<file path="src/okp_params.svh">
`ifndef OKP_PARAMS_SVH
`define OKP_PARAMS_SVH
// Configuration page field positions.
`define OKP_PROGRAMMED_BIT  30
`define OKP_KEYRAM_HI       29
`define OKP_KEYRAM_LO       28
`define OKP_PG78_HI         27
`define OKP_PG78_LO         26
`define OKP_PG56_HI         25
`define OKP_PG56_LO         24
`define OKP_PG34_HI         23
`define OKP_PG34_LO         22
`define OKP_PG12_HI         21
`define OKP_PG12_LO         20
`define OKP_KEK_ONLY_BIT    19
`define OKP_LKS_HI          18
`define OKP_LKS_LO          11
`define OKP_SRC_LOCK_BIT    10
`define OKP_PAGE_WRITE_LOCK_HI       9
`define OKP_PAGE_WRITE_LOCK_LO       1
`define OKP_SWKEY_DIS_BIT   0
// Codes and counts.
`define OKP_SEL_SW_KEY      4'h0
`define OKP_SEL_TOP         4'hf
`define OKP_PAGE_CONFIG     4'h0
`define OKP_PAGE_LAST       4'h8
`define OKP_PAGES           9
`define OKP_PROG_WIDTH      64
`endif

</file>
<file path="src/okp_pkg.sv">
`default_nettype none
package okp_pkg;
  // Key type restriction encoding shared by all type fields.
  typedef enum logic [1:0] {
    OKP_KT_DES12  = 2'h0,
    OKP_KT_DES3   = 2'h1,
    OKP_KT_AES128 = 2'h2,
    OKP_KT_AES256 = 2'h3
  } okp_key_type_t;

  // Gray-coded sequence: load at power-on, run, program.
  typedef enum logic [1:0] {
    OKP_ST_LOAD = 2'h0,
    OKP_ST_WAIT = 2'h1,
    OKP_ST_RUN  = 2'h3,
    OKP_ST_PROG = 2'h2
  } okp_state_t;

  // Decoded key policy handed to the cipher engine.
  typedef struct packed {
    okp_key_type_t keyram_type_sel;
    okp_key_type_t pg78_type_sel;
    okp_key_type_t pg56_type_sel;
    okp_key_type_t pg34_type_sel;
    okp_key_type_t key1_type_sel;
    logic          key1_kek_only;
    logic [3:0]    key_source;
    logic          key_fail_flag;
    logic          start_allowed;
  } okp_policy_t;

  // Request to the OTP array macro.
  typedef struct packed {
    logic        prog_req;
    logic [3:0]  page;
    logic [63:0] data;
  } okp_otp_req_t;
endpackage : okp_pkg
`default_nettype wire

</file>
<file path="src/okp_config.sv">
`timescale 1ns/100ps
`default_nettype none
`include "okp_params.svh"

module okp_config
  import okp_pkg::*;
(
  // Clock and reset.
  input  wire logic                       clk,
  input  wire logic                       rst_n,
  // Software controls from the engine registers.
  input  wire logic [3:0]                 sw_key_source_sel,
  input  wire logic                       start_req,
  input  wire logic                       otp_program_go,
  input  wire logic [3:0]                 otp_page_select,
  input  wire logic [`OKP_PROG_WIDTH-1:0] text_buffer_c,
  // OTP array macro.
  output var  okp_otp_req_t               otp_req,
  output logic                            otp_read_req,
  input  wire logic                       otp_ack,
  input  wire logic [31:0]                otp_read_data,
  // Policy and status to the engine.
  output var  okp_policy_t                policy,
  output logic [31:0]                     otp_config_page,
  output logic                            program_test_mirror,
  output logic                            program_fail_flag,
  output logic                            program_busy,
  output logic                            config_loaded,
  output logic                            start_grant
);

  // Whole state of the block in one record; one always_comb builds the next copy.
  typedef struct packed {
    // Sequencer and page image.
    okp_state_t   st;
    logic [31:0]  cfg;
    // Requests to the array.
    okp_otp_req_t req;
    logic         rd;
    // Decoded policy and status.
    okp_policy_t  pol;
    logic         mirror;
    logic         pfail;
    logic         busy;
    logic         loaded;
    logic         grant;
    // Program bit as sampled last cycle, kept for edge detection.
    logic         go_q;
  } okp_regs_t;

  // Code space of the page selector; codes past the last page are refused.
  localparam int unsigned PAGE_CODES = 16;

  // Current record and the copy for the next edge.
  okp_regs_t r;
  okp_regs_t next_r;

  // Priority decode of the locked key-source field.
  // The highest set bit wins; an all-zero field falls back to the software-key code.
  function automatic logic [3:0] okp_lock_decode(input logic [7:0] f);
    logic [3:0] sel;
    sel = `OKP_SEL_SW_KEY;
    if (f[7]) begin
      sel = `OKP_SEL_TOP;
    end else begin
      // Scan downwards; the first set bit ends the search.
      for (int i = 6; i >= 0; i--) begin
        if (f[i] && sel == `OKP_SEL_SW_KEY) begin
          sel = 4'(i + 1);
        end
      end
    end
    return sel;
  endfunction : okp_lock_decode

  // Sequencing, decode and program checks, all from the registered record.
  always_comb begin
    logic [3:0]            src;
    logic [`OKP_PAGES-1:0] wlock;
    logic [PAGE_CODES-1:0] lock_map;
    logic                  kfail;
    logic                  go_edge;
    logic                  refused;
    // Defaults first, so every path assigns every local.
    src      = `OKP_SEL_SW_KEY;
    wlock    = r.cfg[`OKP_PAGE_WRITE_LOCK_HI:`OKP_PAGE_WRITE_LOCK_LO];
    // Codes past the last page are padded with ones, so they read as locked pages.
    lock_map = {{(PAGE_CODES - `OKP_PAGES){1'b1}}, wlock};
    kfail    = 1'b0;
    go_edge  = otp_program_go && !r.go_q;
    refused  = lock_map[otp_page_select];
    // Hold every field by default and clear the grant, which is rebuilt from the request below.
    next_r      = r;
    next_r.go_q = otp_program_go;
    next_r.grant = 1'b0;

    // Every code of the state type is used, so the case has no default.
    unique case (r.st)
      // Ask the array for the page image once, right after reset.
      OKP_ST_LOAD: begin
        next_r.rd = 1'b1;
        next_r.st = OKP_ST_WAIT;
      end
      // The read request drops with the answer, so the array sees one read.
      OKP_ST_WAIT: begin
        if (otp_ack) begin
          next_r.rd     = 1'b0;
          next_r.cfg    = otp_read_data;
          next_r.loaded = 1'b1;
          next_r.st     = OKP_ST_RUN;
        end
      end
      // Only a rising edge of the program bit launches a request, so a bit left
      // high after completion cannot program the same page twice.
      OKP_ST_RUN: begin
        if (go_edge) begin
          if (refused) begin
            // A refused request touches no page and leaves the sequencer idle.
            next_r.pfail = 1'b1;
          end else begin
            // Page and data are captured here and stand until the answer.
            next_r.pfail        = 1'b0;
            next_r.req.prog_req = 1'b1;
            next_r.req.page     = otp_page_select;
            next_r.req.data     = text_buffer_c;
            next_r.busy         = 1'b1;
            next_r.st           = OKP_ST_PROG;
          end
        end
      end
      // The request stands until the array acknowledges it.
      OKP_ST_PROG: begin
        if (otp_ack) begin
          next_r.req.prog_req = 1'b0;
          next_r.busy         = 1'b0;
          // OTP only sets bits, so the new page image is an OR.
          // Other pages live in the array only and need no local copy.
          if (r.req.page == `OKP_PAGE_CONFIG) begin
            next_r.cfg = r.cfg | r.req.data[31:0];
          end
          next_r.st = OKP_ST_RUN;
        end
      end
    endcase

    // Key source choice. Before the load the image is all zero, so the lock is off
    // and the software selector passes through; the fail flag still blocks starts.
    if (r.cfg[`OKP_SRC_LOCK_BIT]) begin
      src = okp_lock_decode(r.cfg[`OKP_LKS_HI:`OKP_LKS_LO]);
    end else begin
      src = sw_key_source_sel;
    end

    // Zero selects the software key unless it is disabled; an unloaded image
    // counts as a failure, so no start slips through before the load.
    kfail = !r.loaded || (r.cfg[`OKP_SWKEY_DIS_BIT] && src == `OKP_SEL_SW_KEY);

    // Policy word for the engine, one cycle behind the image and the selector.
    next_r.pol.key_source = src;
    next_r.pol.key_fail_flag = kfail;
    next_r.pol.start_allowed = !kfail && r.loaded;
    // A grant follows a standing request one cycle later and stays high while it stands; a failed key blocks it.
    next_r.grant = start_req && !kfail && r.loaded;

    // Key type restrictions are plain copies of the two-bit fields.
    next_r.pol.keyram_type_sel = okp_key_type_t'(r.cfg[`OKP_KEYRAM_HI:`OKP_KEYRAM_LO]);
    next_r.pol.pg78_type_sel = okp_key_type_t'(r.cfg[`OKP_PG78_HI:`OKP_PG78_LO]);
    next_r.pol.pg56_type_sel = okp_key_type_t'(r.cfg[`OKP_PG56_HI:`OKP_PG56_LO]);
    next_r.pol.pg34_type_sel = okp_key_type_t'(r.cfg[`OKP_PG34_HI:`OKP_PG34_LO]);
    next_r.pol.key1_type_sel = okp_key_type_t'(r.cfg[`OKP_PG12_HI:`OKP_PG12_LO]);
    // Stored key 1 may be limited to wrapping other keys.
    next_r.pol.key1_kek_only = r.cfg[`OKP_KEK_ONLY_BIT];
    // The programmed bit shows in the image and in the program-test mirror.
    next_r.mirror = r.cfg[`OKP_PROGRAMMED_BIT];
  end

  // Single register stage for the whole record. Reset clears the image and the loaded flag;
  // the cleared loaded flag forces the key-fail flag until the load is done.
  always_ff @(posedge clk or negedge rst_n) begin
    if (!rst_n) begin
      r <= '0;
    end else begin
      r <= next_r;
    end
  end

  // Array requests, straight from flip-flops.
  assign otp_req             = r.req;
  assign otp_read_req        = r.rd;

  // Decoded policy and page image.
  assign policy              = r.pol;
  assign otp_config_page     = r.cfg;
  assign program_test_mirror = r.mirror;

  // Program and start status.
  assign program_fail_flag   = r.pfail;
  assign program_busy        = r.busy;
  assign config_loaded       = r.loaded;
  assign start_grant         = r.grant;

endmodule : okp_config
`default_nettype wire

</file>
<file path="config.mk">
export PLATFORM = sky130hd
export DESIGN_NAME = okp_config
export DESIGN_NICKNAME = d
export VERILOG_FILES = /design/src/okp_pkg.sv /design/src/okp_config.sv
export VERILOG_INCLUDE_DIRS = /design/src
export SDC_FILE = /design/constraint.sdc
export NUM_CORES = 1
export LEC_CHECK = 0
export BUFFER_PORTS_ARGS = -buffer_cell sky130_fd_sc_hd__buf_2
export CORE_ASPECT_RATIO = 0.75
export CORE_MARGIN = 10
export CORE_UTILIZATION = 49
export DETAILED_ROUTE_END_ITERATION = 6
export HOLD_SLACK_MARGIN = 0.15
export PLACE_DENSITY = 0.87
export RECOVER_POWER = 50
export SYNTH_ARGS = -nofsm -noshare
export SYNTH_HDL_FRONTEND = slang
export SYNTH_SLANG_ARGS = --single-unit
</file>
<file path="constraint.sdc">
create_clock -name clk -period 2.5 [get_ports clk]
set_input_delay 0.125 -clock clk [delete_from_list [all_inputs] [get_ports clk]]
set_output_delay 0.125 -clock clk [all_outputs]
set_load 0.005 [all_outputs]
</file>
==> impl_metrics.tcl, run 1 <==
set metrics [dict create \
    status "completed" \
    internal_power_w 0.005376 \
    hpwl_mm 11.54 \
    crit_chain "dlygate4sd3_1 > buf_2 > mux4_1 > o21ai_2 > nand4_4 > buf_12 > mux2_2" \
    hp-start "otp_config_page[24]" \
    die_h_um 115.0 \
    r2r_cells 5 \
    seqPwrFrac_pct 43.0 \
    multi_input_area_mm2 0.001693 \
    vias 4536 \
    grt.total_usage_pct 20.99 \
    cts_tree "done" \
    critPathKind "input port to register" \
    io_buffers 232 \
    wirelength_mm 17.92 \
    path_max_fanout 72 \
    initial_utilization_pct 50.43 \
    final_common_cell "buf_2" \
    area_delta_synth_final_pct 34.61 \
    holdPathStages 0 \
    holdCritPathClass "register to register" \
    cts.sinks 127 \
    holdPathEnd "policy[11]" \
    r2r_end "otp_req[32]" \
    relSlewSlack_pct 34.38 \
    seq_area_frac_synth_pct 53.87 \
    r2r-start "otp_config_page[7]" \
    slowest_delay_ns 0.62 \
    slew_viol_final 0 \
    postCtsSetupBuffers 0 \
    clk_pin_slew_ns 0.06 \
    yosys.area_share.simple_pct 7.275 \
    power_frac_comb_pct 23.7 \
    cp-startpoint "otp_page_select[0]" \
    power-per-cell-area_mw_per_mm2 954.0 \
    numCtsBuffers 17 \
    fp-row-count 34 \
    clkPwrFrac_pct 33.3 \
    fin_crit_sh_pct 85.07 \
    yosys.area_share.adder_pct 0 \
    cts_buffer_depth 2 \
    finalHoldViolations 0 \
    root_buffer "clkbuf_16" \
    cp-start-kind "input port" \
    skew_ns 0.008995 \
    gp_congestion 0.8419 \
    crit_cells 7 \
    cp_data_required_time_ns 2.78 \
    synth_top_family_by_area "buffers and inverters" \
    fill_cells 827 \
    crit_path_end_kind "register" \
    worstMarginPinSlew_ns 0.9843 \
    core_mm2 0.01170 \
    p_total_w 0.007576 \
    cts_resized 0 \
    ys_seq_elements 127 \
    ir_drop_v 0.0006328 \
    syn_area_per_cell_um2 12.24 \
    synth_xor_area_share_pct 0 \
    tns_ns 0 \
    ctsHtreeMaxLevel 4 \
    leakage_nw 3.565 \
    rsz0062_at_grt "no" \
    synth-compound-area-share_pct 7.063 \
    routedWlPerCell_um 20.22 \
    drtAntennaViolNets 0 \
    drcViolationCount 0 \
    r2r_slack_ns 0.47 \
    path_delay_family "buffers and inverters" \
    io_pins 233 \
    setup_violations 0 \
    nets 819 \
    grt_max_degree 73 \
    yosysUniqueCellTypes 36 \
    grt_pass1_vias 5065 \
    max_cap_viol_count 0 \
    syn_area_mm2 0.005899 \
    switchingPower_w 0.002200 \
    min_period_ns 2.127 \
    ys_warn_count 0 \
    seq_area_mm2 0.003178 \
    netlist_instances 482 \
    via_per_inst 5.120 \
    firstDrtPassIters 6 \
    synth_nets 591 \
    muxShareOfSynthArea_pct 14.17 \
    layout_common_cells "151 x buf_2, 127 x dfrtp_1, 108 x dlygate4sd3_1" \
    clock_latency_ns 0.40 \
    p_sw_share_pct 29.04 \
    grt_pass1_wl_mm 28.11 \
    slowest_stage "mux4_1" \
    timing.fmax_mhz 470.2 \
    dr.first_iter.drc_count 221 \
    die_x_um 146.7 \
    drive_gt1_share_pct 36.15 \
    cp.arrival_ns 2.41 \
    antenna_found_initial 1 \
    grt_overflow 0 \
    path_buf_inv 3 \
    die_area_mm2 0.01687 \
]
## flip-flops by register name (all words and copies together), names as in the netlist
signal               count
program_test_mirror      1
program_busy             1
program_fail_flag        1
otp_req                 69
otp_config_page         32
start_grant              1
r                        3
config_loaded            1
policy                  17
otp_read_req             1
## layout make-up
type / instances / share of cell area (%)
inverter: 7 / 0.3309
clock inverter: 9 / 1.670
tap: 162 / 2.552
clock buffer: 22 / 6.097
sequential: 127 / 40.02
multi-input combinational: 210 / 21.32
antenna: 2 / 0.06302
timing repair buffer: 347 / 27.95
## logic make-up after synthesis
group                  Yosys count
buffers and inverters          145
flip-flops                     127
AND/OR/NAND/NOR                 89
multiplexers                    71
AO/OA/AOI/OAI                   50
## Yosys cell counts, drive strengths merged
cell type,number,area [µm²]
a21oi,2,10.01
nand3,1,5.000
nor3,34,170.2
o21ai,3,18.77
o311ai,2,17.52
clkinv,1,3.750
nand2b,1,6.260
nor4,1,6.260
nand4,1,21.27
o21a,3,22.52
buf,125,964.7
dfrtp,127,3178
a21boi,1,7.510
nand2,7,26.28
o22a,32,280.3
a41oi,1,8.760
nor2b,3,18.77
and2,1,6.260
and4b,1,10.01
nor4b,1,8.760
a2bb2oi,1,8.760
o31ai,1,7.510
a41o,1,10.01
inv,6,22.52
mux2i,1,10.01
mux2,69,799.5
clkbuf,13,48.80
o41a,1,11.26
a21o,1,7.510
nor2,36,135.1
mux4,1,26.28
nand3b,2,15.01
a31oi,1,6.260
## per-layer routing
metal  vias up  track usage (%)  routed length (µm)
li1       2017                -                   -
met1      2229            22.60                6813
met2       260            36.59                9102
met3        30            8.912                1694
met4         0            7.585                 307
met5         -                0                   0
## timing repair
| action | CTS | global route |
|---|---|---|
| hold buffers | 108 | 0 |
| setup endpoints to repair | 0 | 0 |
| endpoints found under the hold margin | 148 | 0 |
## how the worst max path moves through the flow
stage / to
detailed placement: otp_req[35]
CTS: otp_req[36]
floorplan: otp_req[33]
finish: otp_req[32]
global route: otp_req[32]
global placement: otp_req[52]
## metrics by stage
stage	worst slack, ns	area [µm²]	hold slack (ns)	utilization, %	std cells
2_1_floorplan	0.6359	5899	-0.1706	-	482
3_3_place_gp	0.5914	6354	0.1293	54.31	745
3_5_place_dp	0.5342	6354	0.1429	54.31	745
4_1_cts	0.4518	8051	0.2471	68.82	884
5_1_grt	0.3578	7939	0.4211	67.86	885
6_report	0.3733	7941	0.4084	67.88	886
## power by group through the flow
stage | registers, W | logic (W) | clock network, W
after detailed placement | 0.00323 | 0.00176 | 0
after floorplan | 0.00307 | 0.00167 | 0
after CTS | 0.00321 | 0.00190 | 0.00258
final | 0.00326 | 0.00180 | 0.00252
after global placement | 0.00316 | 0.00171 | 0
after global routing | 0.00334 | 0.00196 | 0.00267
## worst register-to-register path, cell delays in order, from the launching register on
cell and delay [ns]:
dfrtp_1 0.41, mux4_1 0.56, o21ai_2 0.19, nand4_4 0.12, buf_12 0.27, mux2_2 0.37
Power figures use the tool's default switching activity.
==> run 2, diff against run 1 <==
Settings changed: CORE_MARGIN 10 to default, CORE_UTILIZATION 49 to 45, PLACE_DENSITY 0.87 to default, PLACE_DENSITY_LB_ADDON from default to 0.08.
==> run 2 against run 1 <==
Net effect:
- hold slack got worse by 0.0073 ns
- final cell count rose by 0.34%
- clock skew down 0.0023 ns
- die area shrank 20%
- routed wire length shrank 20%
- final area up 1.2%
- count of clock-buffer cells in the layout down 3
- sequential cell count did not move
- sequential power shrank 2%
- sequential share of layout area shrank 0.49 points
- critical path type unchanged
==> impl_metrics.tcl, run 2 (synthesis results as in run 1) <==
set metrics [dict create \
    vias 4281 \
    routedWlPerCell_um 16.11 \
    clk_pin_slew_ns 0.06 \
    hp-start "otp_config_page[23]" \
    holdCritPathClass "register to register" \
    layout_common_cells "170 x buf_2, 127 x dfrtp_1, 108 x dlygate4sd3_1" \
    antenna_cells 0 \
    firstDrtPassIters 4 \
    cts.sinks 127 \
    r2r-start "otp_config_page[6]" \
    crit_chain "dlygate4sd3_1 > buf_2 > mux4_1 > o21ai_2 > nand4_4 > buf_12 > mux2_2" \
    relSlewSlack_pct 24.99 \
    nets 819 \
    drtAntennaViolNets 0 \
    cts_tree "done" \
    core_mm2 0.01252 \
    crit_path_end_kind "register" \
    numCtsBuffers 17 \
    finalHoldViolations 0 \
    wl_met3_um 813 \
    largest_reg_flops 69 \
    cp.arrival_ns 2.32 \
    final_common_cell "buf_2" \
    die_x_um 134.2 \
    skew_ns 0.006689 \
    fill_cells 1034 \
    preCtsSetupSlack_ns 0.5441 \
    worstMarginPinSlew_ns 1.125 \
    path_buf_inv 3 \
    dr.first_iter.drc_count 169 \
    holdPathEnd "policy[10]" \
    power-per-cell-area_mw_per_mm2 962.8 \
    gp_congestion 0.7792 \
    wirelength_mm 14.32 \
    slowest_delay_ns 0.58 \
    ctsHtreeMaxLevel 4 \
    fin_crit_sh_pct 81.46 \
    r2r_slack_ns 0.54 \
    r2r_end "otp_req[26]" \
    status "completed" \
    via_per_inst 4.816 \
    fp-row-count 35 \
    postLayoutCellArea_mm2 0.008039 \
    highest_layer "met4" \
    tns_ns 0 \
    io_buffers 232 \
    slew_viol_final 0 \
    slowest_stage "mux4_1" \
    grt.total_usage_pct 21.98 \
    antenna_found_initial 0 \
    grt_pass1_wl_mm 22.75 \
    drive_gt1_share_pct 38.73 \
    grt_pass1_vias 4500 \
    r2r_cells 5 \
    cts_buffer_depth 2 \
    min_period_ns 2.037 \
    layout_setup_ws_ns 0.4634 \
    area_delta_synth_final_pct 36.27 \
    clock_latency_ns 0.41 \
    dpl_cell_area_mm2 0.006359 \
    timing.fmax_mhz 491.0 \
    ir_drop_v 0.0006184 \
    critPathKind "input port to register" \
    holdPathStages 0 \
    cp-start-kind "input port" \
    drcViolationCount 0 \
    rsz0062_at_grt "no" \
    root_buffer "clkbuf_16" \
    path_delay_family "buffers and inverters" \
    die_area_mm2 0.01358 \
    cp_data_required_time_ns 2.78 \
    leakage_nw 3.649 \
    io_pins 233 \
    final_util_pct 64.19 \
    grt_overflow 0 \
    initial_utilization_pct 47.10 \
    wl_met2_mm 7.040 \
    die_h_um 101.2 \
    path_max_fanout 72 \
    grt_max_degree 73 \
    setup_violations 0 \
    met1_length_mm 6.271 \
    max_cap_viol_count 0 \
    p_total_w 0.007740 \
    hpwl_mm 9.132 \
]
run 2: cell count changes in the layout (fill, tap and decap cells not counted), moves of 2 or more:
| cell | change |
|---|---|
| clkbuf_1 | -20 |
| buf_2 | +19 |
| clkbuf_8 | -3 |
| bufinv_16 | +3 |
| diode_2 | -2 |
run 2: metal layers:
layer  vias up  global-route usage, %
li1       2011                      -
met1      2108                  26.99
met2       145                  37.35
met3        17                  6.456
met4         0                  7.692
met5         -                      0
run 2: worst max-delay path by stage:
stage,start,end,slack (ns),cells after the start
2_1_floorplan,otp_config_page[6],otp_req[33],0.64,5
3_3_place_gp,otp_config_page[6],otp_req[52],0.58,5
3_5_place_dp,otp_config_page[6],otp_req[36],0.54,5
4_1_cts,otp_page_select[0],otp_req[26],0.48,7
5_1_grt,otp_page_select[0],otp_req[36],0.39,7
6_report,otp_page_select[0],otp_req[26],0.46,7
run 2: through the flow:
step | hold WS [ns] | std cells
after CTS | 0.2581 | 889
after global routing | 0.4134 | 889
after floorplan | -0.1706 | 482
after global placement | 0.1533 | 749
final | 0.4011 | 889
after detailed placement | 0.1609 | 749
run 2: cell type report:
cell class	instances	area (µm²)	share of cell area, %
well taps	166	207.7	2.584
repair buffers	347	2256	28.06
clock inverters	13	235.2	2.926
clock buffers	19	442.9	5.510
inverters	7	26.28	0.3268
flip-flops and latches	127	3178	39.53
multi-input cells	210	1693	21.06
run 2: power by group:
group,switching [W],total [W],internal [W]
clock network,0.000929,0.00283,0.00190
logic,0.000716,0.00172,0.00100
registers,0.000465,0.00319,0.00272
total,0.00211,0.00774,0.00563
run 2: worst register-to-register path, stage by stage (launching register included):
cell	delay [ns]
dfrtp_1	0.39
mux4_1	0.52
o21ai_2	0.17
nand4_4	0.12
buf_12	0.28
mux2_2	0.35
run 2: timing repair:
item / CTS / global route
setup buffers: 0 / 0
resized for setup: 0 / 0
endpoints found under the setup margin: 0 / 0
endpoints found under the hold margin: 150 / 0
hold buffers: 108 / 0
